===== config.mk =====
export PLATFORM = sky130hd
export DESIGN_NAME = drs_flow
export DESIGN_NICKNAME = d
export VERILOG_FILES = /design/src/rtl/drs_flow.v
export VERILOG_INCLUDE_DIRS = /design/src /design/src/rtl
export SDC_FILE = /design/constraint.sdc
export NUM_CORES = 1
export LEC_CHECK = 0
export BUFFER_PORTS_ARGS = -buffer_cell sky130_fd_sc_hd__buf_2
export CAP_MARGIN = 5
export CELL_PAD_IN_SITES_DETAIL_PLACEMENT = 0
export CELL_PAD_IN_SITES_GLOBAL_PLACEMENT = 1
export CORE_AREA = 2 2 215 217
export DETAILED_ROUTE_END_ITERATION = 6
export DIE_AREA = 0 0 217 219
export PLACE_DENSITY = 0.68
export SETUP_SLACK_MARGIN = 0.4
export SLEW_MARGIN = 20
export SYNTH_ARGS = -nofsm -noshare
export SYNTH_HDL_FRONTEND = slang
export SYNTH_SLANG_ARGS = --single-unit

===== constraint.sdc =====
create_clock -name mclk -period 10.95 [get_ports mclk]
set_clock_uncertainty 0.15 [all_clocks]
set_input_delay 0 -clock mclk [delete_from_list [all_inputs] [get_ports mclk]]
set_output_delay 0 -clock mclk [all_outputs]
set_load 0.1 [all_outputs]

===== src/rtl/drs_defs.vh =====
`ifndef DRS_DEFS_VH
`define DRS_DEFS_VH

// Register addresses (word index on the plain port)
`define DRS_ADDR_SEL23      4'h0
`define DRS_ADDR_SEL45      4'h1
`define DRS_ADDR_OPCTL      4'h2
`define DRS_ADDR_CHCTL0     4'h3
`define DRS_ADDR_CNT_BASE   4'h9

// Selector field layout
`define DRS_HI_MID_MSB      15
`define DRS_HI_MID_LSB      10
`define DRS_HI_RID_MSB      9
`define DRS_HI_RID_LSB      8
`define DRS_LO_MID_MSB      7
`define DRS_LO_MID_LSB      2
`define DRS_LO_RID_MSB      1
`define DRS_LO_RID_LSB      0
`define DRS_SEL_RESET       16'h0000

// Module and register ids
`define DRS_MID_UART0       6'h08
`define DRS_MID_UART1       6'h0A
`define DRS_MID_SYNC0       6'h14
`define DRS_MID_SYNC1       6'h15
`define DRS_RID_TX          2'h1
`define DRS_RID_RX          2'h2

// Channel control fields
`define DRS_CC_EN           0
`define DRS_CC_END          1
`define DRS_CC_IE           2
`define DRS_CC_BURST        3
`define DRS_CC_TS_LSB       4
`define DRS_CC_TS_MSB       5
`define DRS_CC_RS_LSB       8
`define DRS_CC_RS_MSB       11
`define DRS_RS_AUTO         4'h4
`define DRS_RS_EXT          4'h0
`define DRS_RS_PERIPH       4'h8

// Operation control fields
`define DRS_OC_MASTER       0
`define DRS_OC_NMI          1
`define DRS_OC_AERR         2

`endif


===== src/rtl/drs_flow.v =====
// Operation
// - Channels 2/3 selector field layout
// - Channels 4/5 selector field layout
// - Code is module id then register id
// - Decode four serial module ids, tx/rx
// - Serve requests by priority, stop at end
// - Auto, external and peripheral request sources
// - Burst holds bus, cycle steal releases
// - Enabled only with all five conditions
// - One unit per accepted request
// - Auto request starts once enables set
// - Count decrements per completed unit; here it decrements when the unit is accepted into the buffer
// - Count zero ends channel normally
// - End interrupt only with enable bit
// - Address error or NMI aborts transfer
// - Clearing either enable aborts transfer
// - Selector used only with source 1000
// - Selectors reset to zero, kept in standby
//
// Decided for this implementation: the register addresses and the plain strobed port.
`include "drs_defs.vh"
`default_nettype none

module drs_flow #(
   parameter NCH   = 6,
   parameter CNT_W = 24
) (
   // Clock, reset, enable
   input  wire              mclk,
   input  wire              rst,
   input  wire              ce,
   // Register port
   input  wire [3:0]        reg_addr,
   input  wire [31:0]       reg_wdata,
   input  wire              reg_wr,
   input  wire              reg_rd,
   output reg  [31:0]       reg_rdata,
   // Request inputs
   input  wire [NCH-1:0]    ext_req,
   input  wire [3:0]        periph_tx_req,
   input  wire [3:0]        periph_rx_req,
   input  wire              nmi_event,
   input  wire              addr_error_event,
   // Unit output stream
   output wire              unit_valid,
   output wire [2:0]        unit_channel,
   output wire [1:0]        unit_size,
   input  wire              unit_ready,
   output reg               bus_hold,
   output reg               transfer_end_irq
);

   // ----------------------------------------
   // Registers
   // ----------------------------------------
   reg [15:0]      req_select_ch2_ch3_reg;
   reg [15:0]      req_select_ch4_ch5_reg;
   reg             master_enable_reg;
   reg             nmi_flag_reg;
   reg             addr_error_flag_reg;
   reg [11:0]      chctl_reg [0:NCH-1];
   reg [CNT_W-1:0] transfer_count_reg [0:NCH-1];

   // Two-entry buffer
   reg [4:0]       buf_data_reg [0:1];
   reg             buf_wp_reg;
   reg             buf_rp_reg;
   reg [1:0]       buf_cnt_reg;

   integer         i;
   integer         j;
   integer         k;
   integer         n;

   // ----------------------------------------
   // Selector decode
   // ----------------------------------------
   // Code = {module_id, register_id}; unknown codes yield no request
   function periph_pick;
      input [7:0] code;
      input [3:0] tx;
      input [3:0] rx;
      reg   [3:0] v;
      begin
         v = (code[1:0] == `DRS_RID_TX) ? tx : rx;
         periph_pick = 1'b0;
         if (code[1:0] == `DRS_RID_TX || code[1:0] == `DRS_RID_RX) begin
            case (code[7:2])
               `DRS_MID_UART0: periph_pick = v[0];
               `DRS_MID_UART1: periph_pick = v[1];
               `DRS_MID_SYNC0: periph_pick = v[2];
               `DRS_MID_SYNC1: periph_pick = v[3];
               default:        periph_pick = 1'b0;
            endcase
         end
      end
   endfunction

   // Channel index of a word inside a block of per-channel registers
   function [2:0] chan_of;
      input [3:0] addr;
      input [3:0] base;
      reg   [3:0] diff;
      begin
         diff    = addr - base;
         chan_of = diff[2:0];
      end
   endfunction

   reg [7:0] sel_code [0:NCH-1];
   always @* begin
      // No selector here for channels 0 and 1
      sel_code[0] = 8'h00;
      sel_code[1] = 8'h00;
      sel_code[2] = req_select_ch2_ch3_reg[`DRS_LO_MID_MSB:`DRS_LO_RID_LSB];
      sel_code[3] = req_select_ch2_ch3_reg[`DRS_HI_MID_MSB:`DRS_HI_RID_LSB];
      sel_code[4] = req_select_ch4_ch5_reg[`DRS_LO_MID_MSB:`DRS_LO_RID_LSB];
      sel_code[5] = req_select_ch4_ch5_reg[`DRS_HI_MID_MSB:`DRS_HI_RID_LSB];
   end

   // ----------------------------------------
   // Enable and request per channel
   // ----------------------------------------
   reg [NCH-1:0] ch_ok;
   reg [NCH-1:0] ch_req;
   reg [3:0]     rs;
   always @* begin
      rs     = 4'h0;
      ch_ok  = {NCH{1'b0}};
      ch_req = {NCH{1'b0}};

      for (j = 0; j < NCH; j = j + 1) begin
         ch_ok[j] = chctl_reg[j][`DRS_CC_EN] & master_enable_reg & ~chctl_reg[j][`DRS_CC_END]
                  & ~addr_error_flag_reg & ~nmi_flag_reg;
         rs = chctl_reg[j][`DRS_CC_RS_MSB:`DRS_CC_RS_LSB];
         case (rs)
            `DRS_RS_AUTO: begin
               ch_req[j] = ch_ok[j];
            end
            `DRS_RS_EXT: begin
               ch_req[j] = ext_req[j] & ch_ok[j];
            end
            `DRS_RS_PERIPH: begin
               ch_req[j] = periph_pick(sel_code[j], periph_tx_req, periph_rx_req) & ch_ok[j];
            end
            default: begin
               ch_req[j] = 1'b0;
            end
         endcase
      end
   end

   // ----------------------------------------
   // Fixed priority, channel 0 highest
   // ----------------------------------------
   reg [2:0] win;
   reg       win_v;
   always @* begin
      win   = 3'h0;
      win_v = 1'b0;
      for (k = NCH - 1; k >= 0; k = k - 1) begin
         if (ch_req[k]) begin
            win   = k[2:0];
            win_v = 1'b1;
         end
      end
   end

   // ----------------------------------------
   // Request acceptance
   // ----------------------------------------
   // Cycle steal leaves an idle cycle after each unit
   wire buf_in_ready = (buf_cnt_reg != 2'h2);
   wire take = ce & win_v & buf_in_ready & (chctl_reg[win][`DRS_CC_BURST] | ~bus_hold);

   // ----------------------------------------
   // Register write and flow
   // ----------------------------------------
   // Control words and counts sit in separate blocks so no word has two owners
   wire       sel_ctl    = (reg_addr >= `DRS_ADDR_CHCTL0) & (reg_addr < `DRS_ADDR_CHCTL0 + NCH);
   wire       sel_cnt    = (reg_addr >= `DRS_ADDR_CNT_BASE) & (reg_addr < `DRS_ADDR_CNT_BASE + NCH);
   wire       wr_ctl     = reg_wr & sel_ctl;
   wire       wr_cnt     = reg_wr & sel_cnt;
   wire [2:0] wr_idx_ctl = chan_of(reg_addr, `DRS_ADDR_CHCTL0);
   wire [2:0] wr_idx_cnt = chan_of(reg_addr, `DRS_ADDR_CNT_BASE);
   wire       cnt_last   = (transfer_count_reg[win] == {{(CNT_W-1){1'b0}}, 1'b1});

   // ----------------------------------------
   // Request selectors
   // ----------------------------------------
   always @(posedge mclk or posedge rst) begin
      if (rst) begin
         req_select_ch2_ch3_reg <= `DRS_SEL_RESET;
         req_select_ch4_ch5_reg <= `DRS_SEL_RESET;
      end else if (ce) begin
         if (reg_wr && reg_addr == `DRS_ADDR_SEL23) begin
            req_select_ch2_ch3_reg <= reg_wdata[15:0];
         end
         if (reg_wr && reg_addr == `DRS_ADDR_SEL45) begin
            req_select_ch4_ch5_reg <= reg_wdata[15:0];
         end
      end
   end

   // ----------------------------------------
   // Operation control and abort flags
   // ----------------------------------------
   always @(posedge mclk or posedge rst) begin
      if (rst) begin
         master_enable_reg   <= 1'b0;
         nmi_flag_reg        <= 1'b0;
         addr_error_flag_reg <= 1'b0;
      end else if (ce) begin
         if (reg_wr && reg_addr == `DRS_ADDR_OPCTL) begin
            master_enable_reg <= reg_wdata[`DRS_OC_MASTER];
            // Flags clear by writing zero; a same-cycle event wins
            if (!reg_wdata[`DRS_OC_NMI]) begin
               nmi_flag_reg <= 1'b0;
            end
            if (!reg_wdata[`DRS_OC_AERR]) begin
               addr_error_flag_reg <= 1'b0;
            end
         end
         // Sticky, so an abort cannot slip past a busy channel
         if (nmi_event) begin
            nmi_flag_reg <= 1'b1;
         end
         if (addr_error_event) begin
            addr_error_flag_reg <= 1'b1;
         end
      end
   end

   // ----------------------------------------
   // Channel control
   // ----------------------------------------
   always @(posedge mclk or posedge rst) begin
      if (rst) begin
         for (i = 0; i < NCH; i = i + 1) begin
            chctl_reg[i] <= 12'h000;
         end
      end else if (ce) begin
         // End flag: writing zero clears, one is ignored; hardware set wins
         if (wr_ctl) begin
            chctl_reg[wr_idx_ctl] <= {reg_wdata[11:2], reg_wdata[1] & chctl_reg[wr_idx_ctl][1], reg_wdata[0]};
         end
         if (take && cnt_last) begin
            chctl_reg[win][`DRS_CC_END] <= 1'b1;
         end
      end
   end

   // ----------------------------------------
   // Transfer counts
   // ----------------------------------------
   always @(posedge mclk or posedge rst) begin
      if (rst) begin
         for (n = 0; n < NCH; n = n + 1) begin
            transfer_count_reg[n] <= {CNT_W{1'b0}};
         end
      end else if (ce) begin
         // A count of zero wraps and keeps going; program nonzero
         if (wr_cnt) begin
            transfer_count_reg[wr_idx_cnt] <= reg_wdata[CNT_W-1:0];
         end
         if (take) begin
            transfer_count_reg[win] <= transfer_count_reg[win] - {{(CNT_W-1){1'b0}}, 1'b1};
         end
      end
   end

   // ----------------------------------------
   // Bus hold and end pulse
   // ----------------------------------------
   always @(posedge mclk or posedge rst) begin
      if (rst) begin
         bus_hold         <= 1'b0;
         transfer_end_irq <= 1'b0;
      end else if (ce) begin
         bus_hold         <= take;
         transfer_end_irq <= take & cnt_last & chctl_reg[win][`DRS_CC_IE];
      end
   end

   // ----------------------------------------
   // Two-entry unit buffer
   // ----------------------------------------
   wire pop = unit_valid & unit_ready & ce;
   assign unit_valid   = (buf_cnt_reg != 2'h0);
   assign unit_channel = buf_data_reg[buf_rp_reg][4:2];
   assign unit_size    = buf_data_reg[buf_rp_reg][1:0];

   always @(posedge mclk or posedge rst) begin
      if (rst) begin
         buf_wp_reg      <= 1'b0;
         buf_rp_reg      <= 1'b0;
         buf_cnt_reg     <= 2'h0;
         buf_data_reg[0] <= 5'h00;
         buf_data_reg[1] <= 5'h00;
      end else if (ce) begin
         if (take) begin
            buf_data_reg[buf_wp_reg] <= {win, chctl_reg[win][`DRS_CC_TS_MSB:`DRS_CC_TS_LSB]};
            buf_wp_reg <= ~buf_wp_reg;
         end
         if (pop) begin
            buf_rp_reg <= ~buf_rp_reg;
         end
         // Push and pop together leave the fill level alone
         if (take & ~pop) begin
            buf_cnt_reg <= buf_cnt_reg + 2'h1;
         end else if (pop & ~take) begin
            buf_cnt_reg <= buf_cnt_reg - 2'h1;
         end
      end
   end

   // ----------------------------------------
   // Read port
   // ----------------------------------------
   always @(posedge mclk or posedge rst) begin
      if (rst) begin
         reg_rdata <= 32'h0000_0000;
      end else if (ce) begin
         // Data stand one cycle only; idle cycles read zero
         reg_rdata <= 32'h0000_0000;
         if (reg_rd) begin
            case (reg_addr)
               `DRS_ADDR_SEL23: begin
                  reg_rdata <= {16'h0000, req_select_ch2_ch3_reg};
               end
               `DRS_ADDR_SEL45: begin
                  reg_rdata <= {16'h0000, req_select_ch4_ch5_reg};
               end
               `DRS_ADDR_OPCTL: begin
                  reg_rdata <= {29'h0000_0000, addr_error_flag_reg, nmi_flag_reg, master_enable_reg};
               end
               default: begin
                  if (sel_ctl) begin
                     reg_rdata <= {20'h0_0000, chctl_reg[wr_idx_ctl]};
                  end else if (sel_cnt) begin
                     reg_rdata <= {{(32-CNT_W){1'b0}}, transfer_count_reg[wr_idx_cnt]};
                  end
               end
            endcase
         end
      end
   end

endmodule // drs_flow

`default_nettype wire


==> results of run 1 <==
cells by family after synthesis:
logic type,Yosys count
AOI/OAI and AO/OA,566
and+or+nand+nor,424
DFF,291
muxes,205
buffers and inverters,145
xor gates and xnor gates,28
adders and majority gates,12
other,1
through the flow:
step	total power (uW)	hold WS, ps	util, %	worst slack [ps]	cell area, sq um
finish	3770	32.3	42.1	4810	19000
global route	3940	65.0	42.1	4690	19000
CTS	3760	30.3	42.1	4960	19000
detailed placement	2620	82.8	38.9	4980	17600
global placement	2590	76.9	38.9	5080	17600
floorplan	2290	-40.4	-	2770	16600
report_power, final:
part	switching (uW)	total, uW	leakage [uW]	internal, uW
logic	644	1060	0.00376	412
registers	244	1590	0.00368	1340
clock network	468	1130	0.000518	658
worst min-delay path, stage by stage:
cell,delay (ps)
dlygate4sd3_1,530
buf_2,160
inv_8,520
repair_timing:
action,in CTS,in global routing
hold endpoints to repair,328,0
hold buffers,36,0
endpoints found under the setup margin,0,0
cell usage after synthesis, types with 9 or more instances:
library cell and instances:
o21ai_1 9, nand3_1 34, ha_1 12, nor3_1 17, a222oi_1 26, buf_4 14, xor2_1 12, inv_1 14
mux2i_1 62, nand4_1 17, and3_1 18, and2_1 19, nand2b_1 24, o211ai_1 17, xnor2_1 11, mux2_2 129
buf_2 19, o21ai_0 70, nor2b_1 15, a221oi_1 13, a22oi_1 25, o22ai_1 122, o221ai_1 17, nor2_1 95
clkbuf_1 88, mux4_2 13, a211oi_1 20, o2bb2ai_1 25, nand2_1 137, a21oi_1 161, dfrtp_1 291
per-layer routing:
layer	global-route usage, %	up-vias	routed length (um)
li1	-	6494	-
met1	40.2	7793	28800
met2	41.8	967	29500
met3	5.82	173	7050
met4	11.1	2	2700
met5	0	-	18
layout make-up:
cell class / instances / share of cell area, %
diodes: 1 / 0.0132
flip-flops and latches: 291 / 38.4
repair buffers: 154 / 5.51
inverters: 17 / 0.376
clock buffers: 47 / 5.06
clock inverters: 8 / 0.508
multi-input cells: 1243 / 46.2
well taps: 600 / 3.96
worst paths after layout:
path / endpoint / cells past startpoint / from / slack [ps]
setup / recovery: transfer_count_reg[38] / 14 / req_select_ch2_ch3_reg[9] / 4810
hold / removal: transfer_count_reg[76] / 3 / rst / 30
setup reg to reg: transfer_count_reg[38] / 14 / req_select_ch2_ch3_reg[9] / 4810
hold reg to reg: buf_data_reg[3] / 2 / buf_data_reg[3] / 320
max in group asynchronous: req_select_ch2_ch3_reg[10] / 5 / rst / 8420
min in group mclk: reg_rdata[17] / 4 / reg_addr[0] / 50
==> qor.yml, run 1 <==
grt_max_degree: 113
violations: "DRC"
cts_made_buffers: 35
clock_latency_ps: 540
synth_warnings: 0
mostFrequentLayoutCells: "291 x dfrtp_1, 161 x a21oi_1, 137 x nand2_1"
synth_xor_xnor_area_share_pct: 1.71
synth_area_leaders: "dfrtp_1 44%, mux2_2 8.8%, a21oi_1 4.9%, o22ai_1 4.6%, mux2i_1 3.7%"
rsz0062_at_grt: "no"
setup_tns_ps: 0
worstMarginPinSlew_ps: 1170
die_width_um: 217
critical_path_class: "reg -> reg"
ys_seq_elements: 291
syn_area_sq_mm: 0.0166
dr.pass1.iters: 7
yosys.area.top_type: "dfrtp_1"
grt_pass1_wl_um: 100000
cts_tree: "done"
mostFrequentLayoutCell: "dfrtp_1"
slew_headroom_pct: 21.2
slowest_stage: "nand2_1"
syn_avg_cell_area_sq_um: 9.92
syn_inst: 1672
yosysUniqueCellTypes: 85
synth_fa_ha_area_share_pct: 0.905
clock_sinks: 291
die_y_um: 219
grt_pass1_vias: 14800
crit_chain: "inv_1 -> ha_1 -> mux4_2 -> a311o_1 -> o21ai_2 -> o211ai_1 -> nor2_2 -> a221oi_1 -> a21oi_2 -> buf_4 -> nand2_1 -> nand2_1 -> o22ai_1 -> a21oi_1"
totalWireLength_um: 68000
hold_violations: 0
synth.area.mux_share_pct: 14.3
wl_per_cell_um: 28.8
maxSlewViolCount: 0
maxCapViolations: 0
synth_simple_gate_area_share_pct: 12.9
largest_register_ffs: 144
synth_top_family_by_area: "compound AO/OA/AOI/OAI gates"
cp-start-kind: "flop"
via_per_inst: 6.53
synth_top_area_share_pct: 43.9
max-clock-path-buffers: 3
hp-class: "in -> async"
critPathArrivalTime_ps: 6430
ant_nets: 0
synth-async-reset-ratio_pct: 100
synthFlopType: "dfrtp_1"
layout-drive-gt1-share_pct: 20.1
powerDensity_mw_per_mm2: 199
overflow: 0
core_area_sq_mm: 0.0451
regArea_sq_mm: 0.00728
synth_edf_count: 0
multi_input_area_sq_mm: 0.00876
fin_crit_sh_pct: 56.1
dp_hpwl_um: 45000
root_buffer: "clkbuf_16"
fillers: 4462
drcViolationCount: 1
initial_core_util_pct: 36.8
stdcell_count: 2361
endpoint_kind: "flop"
dp_cells: 2269
p_leak_uw: 0.00796
numPortBuffers: 81
clkTransAtPathRegs_ps: 60
period_minus_slack_ps: 6140
path_buf_inv: 2
area_growth_pct: 14.4
rows: 78
drtIter0Drc: 2193
cp_max_fo: 17
post_cts_buffers: 0
seq_area_frac_synth_pct: 43.9
critPathMaxStageDelay_ps: 930
gr-usage-all-layers_pct: 28.2
cp_top_family: "simple AND/OR/NAND/NOR gates"
antenna_found_initial: 1
ir_drop_v: 0.000109
cts_max_level: 2
setup_viol: 0
required_ps: 11240
crit_top_cell: "nand2_1"
place.gp.congestion: 0.912
synth_compound_gate_area_share_pct: 22.5
ios: 98
die-area_sq_mm: 0.0475
cts_resized: 0
nets: 1812
status: "finished with violations"
fmax_mhz: 163
dr_total_vias: 15400
Note: power is estimated with default switching activity, not from simulation.
==> run 2, diff against run 1 <==
- clock period: 10.95 -> 5.8 ns (I/O delays scaled with it)
==> run 2 against run 1 <==
Compared with the run above:
- the run now ends clean
- register-to-register slack got worse by 4200 ps
- utilization increased by 1.5 points
- via count increased by 1.2%
- wire length increased by 1.7%
- worst setup slack got worse by 4200 ps
- clock-buffer cell count increased by 5
- design area increased by 3.6%
- clock power increased by 100%
- highest routed layer unchanged
==> qor.yml, run 2 (synthesized netlist as in run 1, its figures left out) <==
ios: 98  # unchanged
hold_violations: 0  # unchanged
ant_nets: 0  # unchanged
nets: 1878  # +3.6%
powerDensity_mw_per_mm2: 374  # +89%
max-clock-path-buffers: 3  # unchanged
core_area_sq_mm: 0.0451  # unchanged
stdcell_count: 2433  # +3.0%
initial_core_util_pct: 36.8  # unchanged
layout-drive-gt1-share_pct: 23.1  # +3.0 points
place.gp.congestion: 0.962  # +5.4%
cp-start-kind: "flop"
multi_input_area_sq_mm: 0.00877  # +0.11%
grt_pass1_vias: 15200  # +3.1%
setup_tns_ps: 0  # unchanged
hp-class: "in -> async"
cp_max_fo: 12  # -5
endpoint_kind: "flop"
maxSlewViolCount: 0  # unchanged
cp_top_family: "simple AND/OR/NAND/NOR gates"
power_frac_comb_pct: 28.2  # +0.2 points
drtIter0Drc: 2142  # -2.3%
cts_tree: "done"
cts_max_level: 2  # unchanged
dp_hpwl_um: 47600  # +5.9%
mostFrequentLayoutCells: "291 x dfrtp_1, 161 x a21oi_1, 137 x nand2_1"
totalWireLength_um: 69200  # +1.7%
gr-usage-all-layers_pct: 28.9  # +0.64 points
fin_crit_sh_pct: 88.9  # +33 points
worstMarginPinSlew_ps: 1130  # -45.8 ps
die_y_um: 219  # unchanged
overflow: 0  # unchanged
maxCapViolations: 0  # unchanged
whs_ps: 5.88  # -26.4 ps
dr.pass1.iters: 7  # unchanged
clock_latency_ps: 540  # about the same
post_cts_buffers: 0  # unchanged
mostFrequentLayoutCell: "dfrtp_1"
required_ps: 6020  # -5220 ps
wl_per_cell_um: 28.4  # -1.3%
setup_viol: 0  # unchanged
clock_sinks: 291  # unchanged
setup_ws_ps: 647  # -4160 ps
fmax_mhz: 194  # +19%
grt_pass1_wl_um: 102000  # +2.5%
dp_cells: 2333  # +2.8%
power.total_uw: 7360  # +95%
p_int_uw: 4730  # +96%
seqPwrFrac_pct: 40.8  # -1.3 points
numPortBuffers: 81  # unchanged
crit_top_cell: "nand4_1"
period_minus_slack_ps: 5150  # -989 ps
dr_total_vias: 15600  # +1.2%
switching_share_pct: 35.7  # -0.26 points
clkTransAtPathRegs_ps: 60  # about the same
slew_headroom_pct: 24.0  # +2.8 points
status: "complete, no violations"
largest_register_ffs: 144  # unchanged
critPathArrivalTime_ps: 5380  # -1050 ps
grt_max_degree: 108  # -4.4%
via_per_inst: 6.42  # -1.8%
p_leak_uw: 0.00835  # +4.9%
slowest_stage: "nor4b_1"
crit_chain: "nor4b_1 -> a311o_1 -> o21a_1 -> a211oi_4 -> and2_1 -> a22o_1 -> a221oi_1 -> nand4_1 -> and4bb_2 -> nand4_1 -> xnor2_2 -> a21oi_1"
cts_made_buffers: 35  # unchanged
regArea_sq_mm: 0.00728  # unchanged
antenna_found_initial: 3  # +2
rsz0062_at_grt: "yes"
fillers: 4431  # -0.69%
root_buffer: "clkbuf_16"
path_buf_inv: 0  # -2
die-area_sq_mm: 0.0475  # unchanged
critPathMaxStageDelay_ps: 600  # -330 ps
ir_drop_v: 0.000222  # +100%
critical_path_class: "reg -> reg"
die_width_um: 217  # unchanged
drcViolationCount: 0  # -1
p_sw_uw: 2630  # +94%
clkPwrFrac_pct: 31.0  # +1.1 points
rows: 78  # unchanged
place_ws_ps: 513  # -4470 ps
area_growth_pct: 18.5
run 2: final timing paths:
path / to / slack (ps) / start / cells past startpoint
min in group mclk: req_select_ch4_ch5_reg[14] / 110 / reg_wdata[14] / 3
max in group asynchronous: reg_rdata[17] / 4050 / rst / 4
worst max-delay path: transfer_count_reg[143] / 650 / req_select_ch2_ch3_reg[10] / 12
worst min-delay path: transfer_count_reg[124] / 6 / rst / 3
worst max register to register: transfer_count_reg[143] / 650 / req_select_ch2_ch3_reg[10] / 12
worst min register to register: buf_data_reg[4] / 320 / buf_data_reg[4] / 2
run 2: repair_timing:
| action | 4_1_cts | 5_1_grt |
|---|---|---|
| hold buffers | 38 | 0 |
| resized for setup | 0 | 4 |
| endpoints found under the setup margin | 0 | 82 |
| endpoints found under the hold margin | 246 | 0 |
run 2: power groups by stage:
stage | Sequential, uW | Clock, uW | Combinational (uW)
2_1_floorplan | 2960 | 0 | 1360
3_3_place_gp | 2990 | 0 | 1980
3_5_place_dp | 3010 | 0 | 2010
4_1_cts | 2980 | 2300 | 2040
5_1_grt | 3060 | 2380 | 2240
6_report | 3000 | 2280 | 2080
run 2: area by class of cell:
| cell class | count | share of cell area [%] |
|---|---|---|
| multi-input combinational | 1243 | 44.6 |
| sequential | 291 | 37.0 |
| timing repair buffer | 220 | 8.25 |
| clock buffer | 52 | 5.19 |
| tap | 600 | 3.82 |
| clock inverter | 9 | 0.700 |
| inverter | 17 | 0.344 |
| antenna | 1 | 0.0127 |
run 2: worst min-delay path: cells and delay by family:
family	cells	cell delay, ps
buffers and inverters	3	1170
run 2: per-stage QoR:
step / instance area [sq um] / util (%)
2_1_floorplan: 16600 / -
4_1_cts: 19600 / 43.6
5_1_grt: 19700 / 43.6
3_3_place_gp: 18100 / 40.1
6_report: 19700 / 43.6
3_5_place_dp: 18100 / 40.1
run 2: metal layers:
layer	up-vias	GRT usage, %	wire [um]	part of all wire, %
met2	1003	43.7	30300	44
li1	6617	-	-	-
met4	2	11.8	2950	4.3
met5	-	0	18	0.026
met3	195	6.40	7610	11
met1	7804	39.9	28300	41
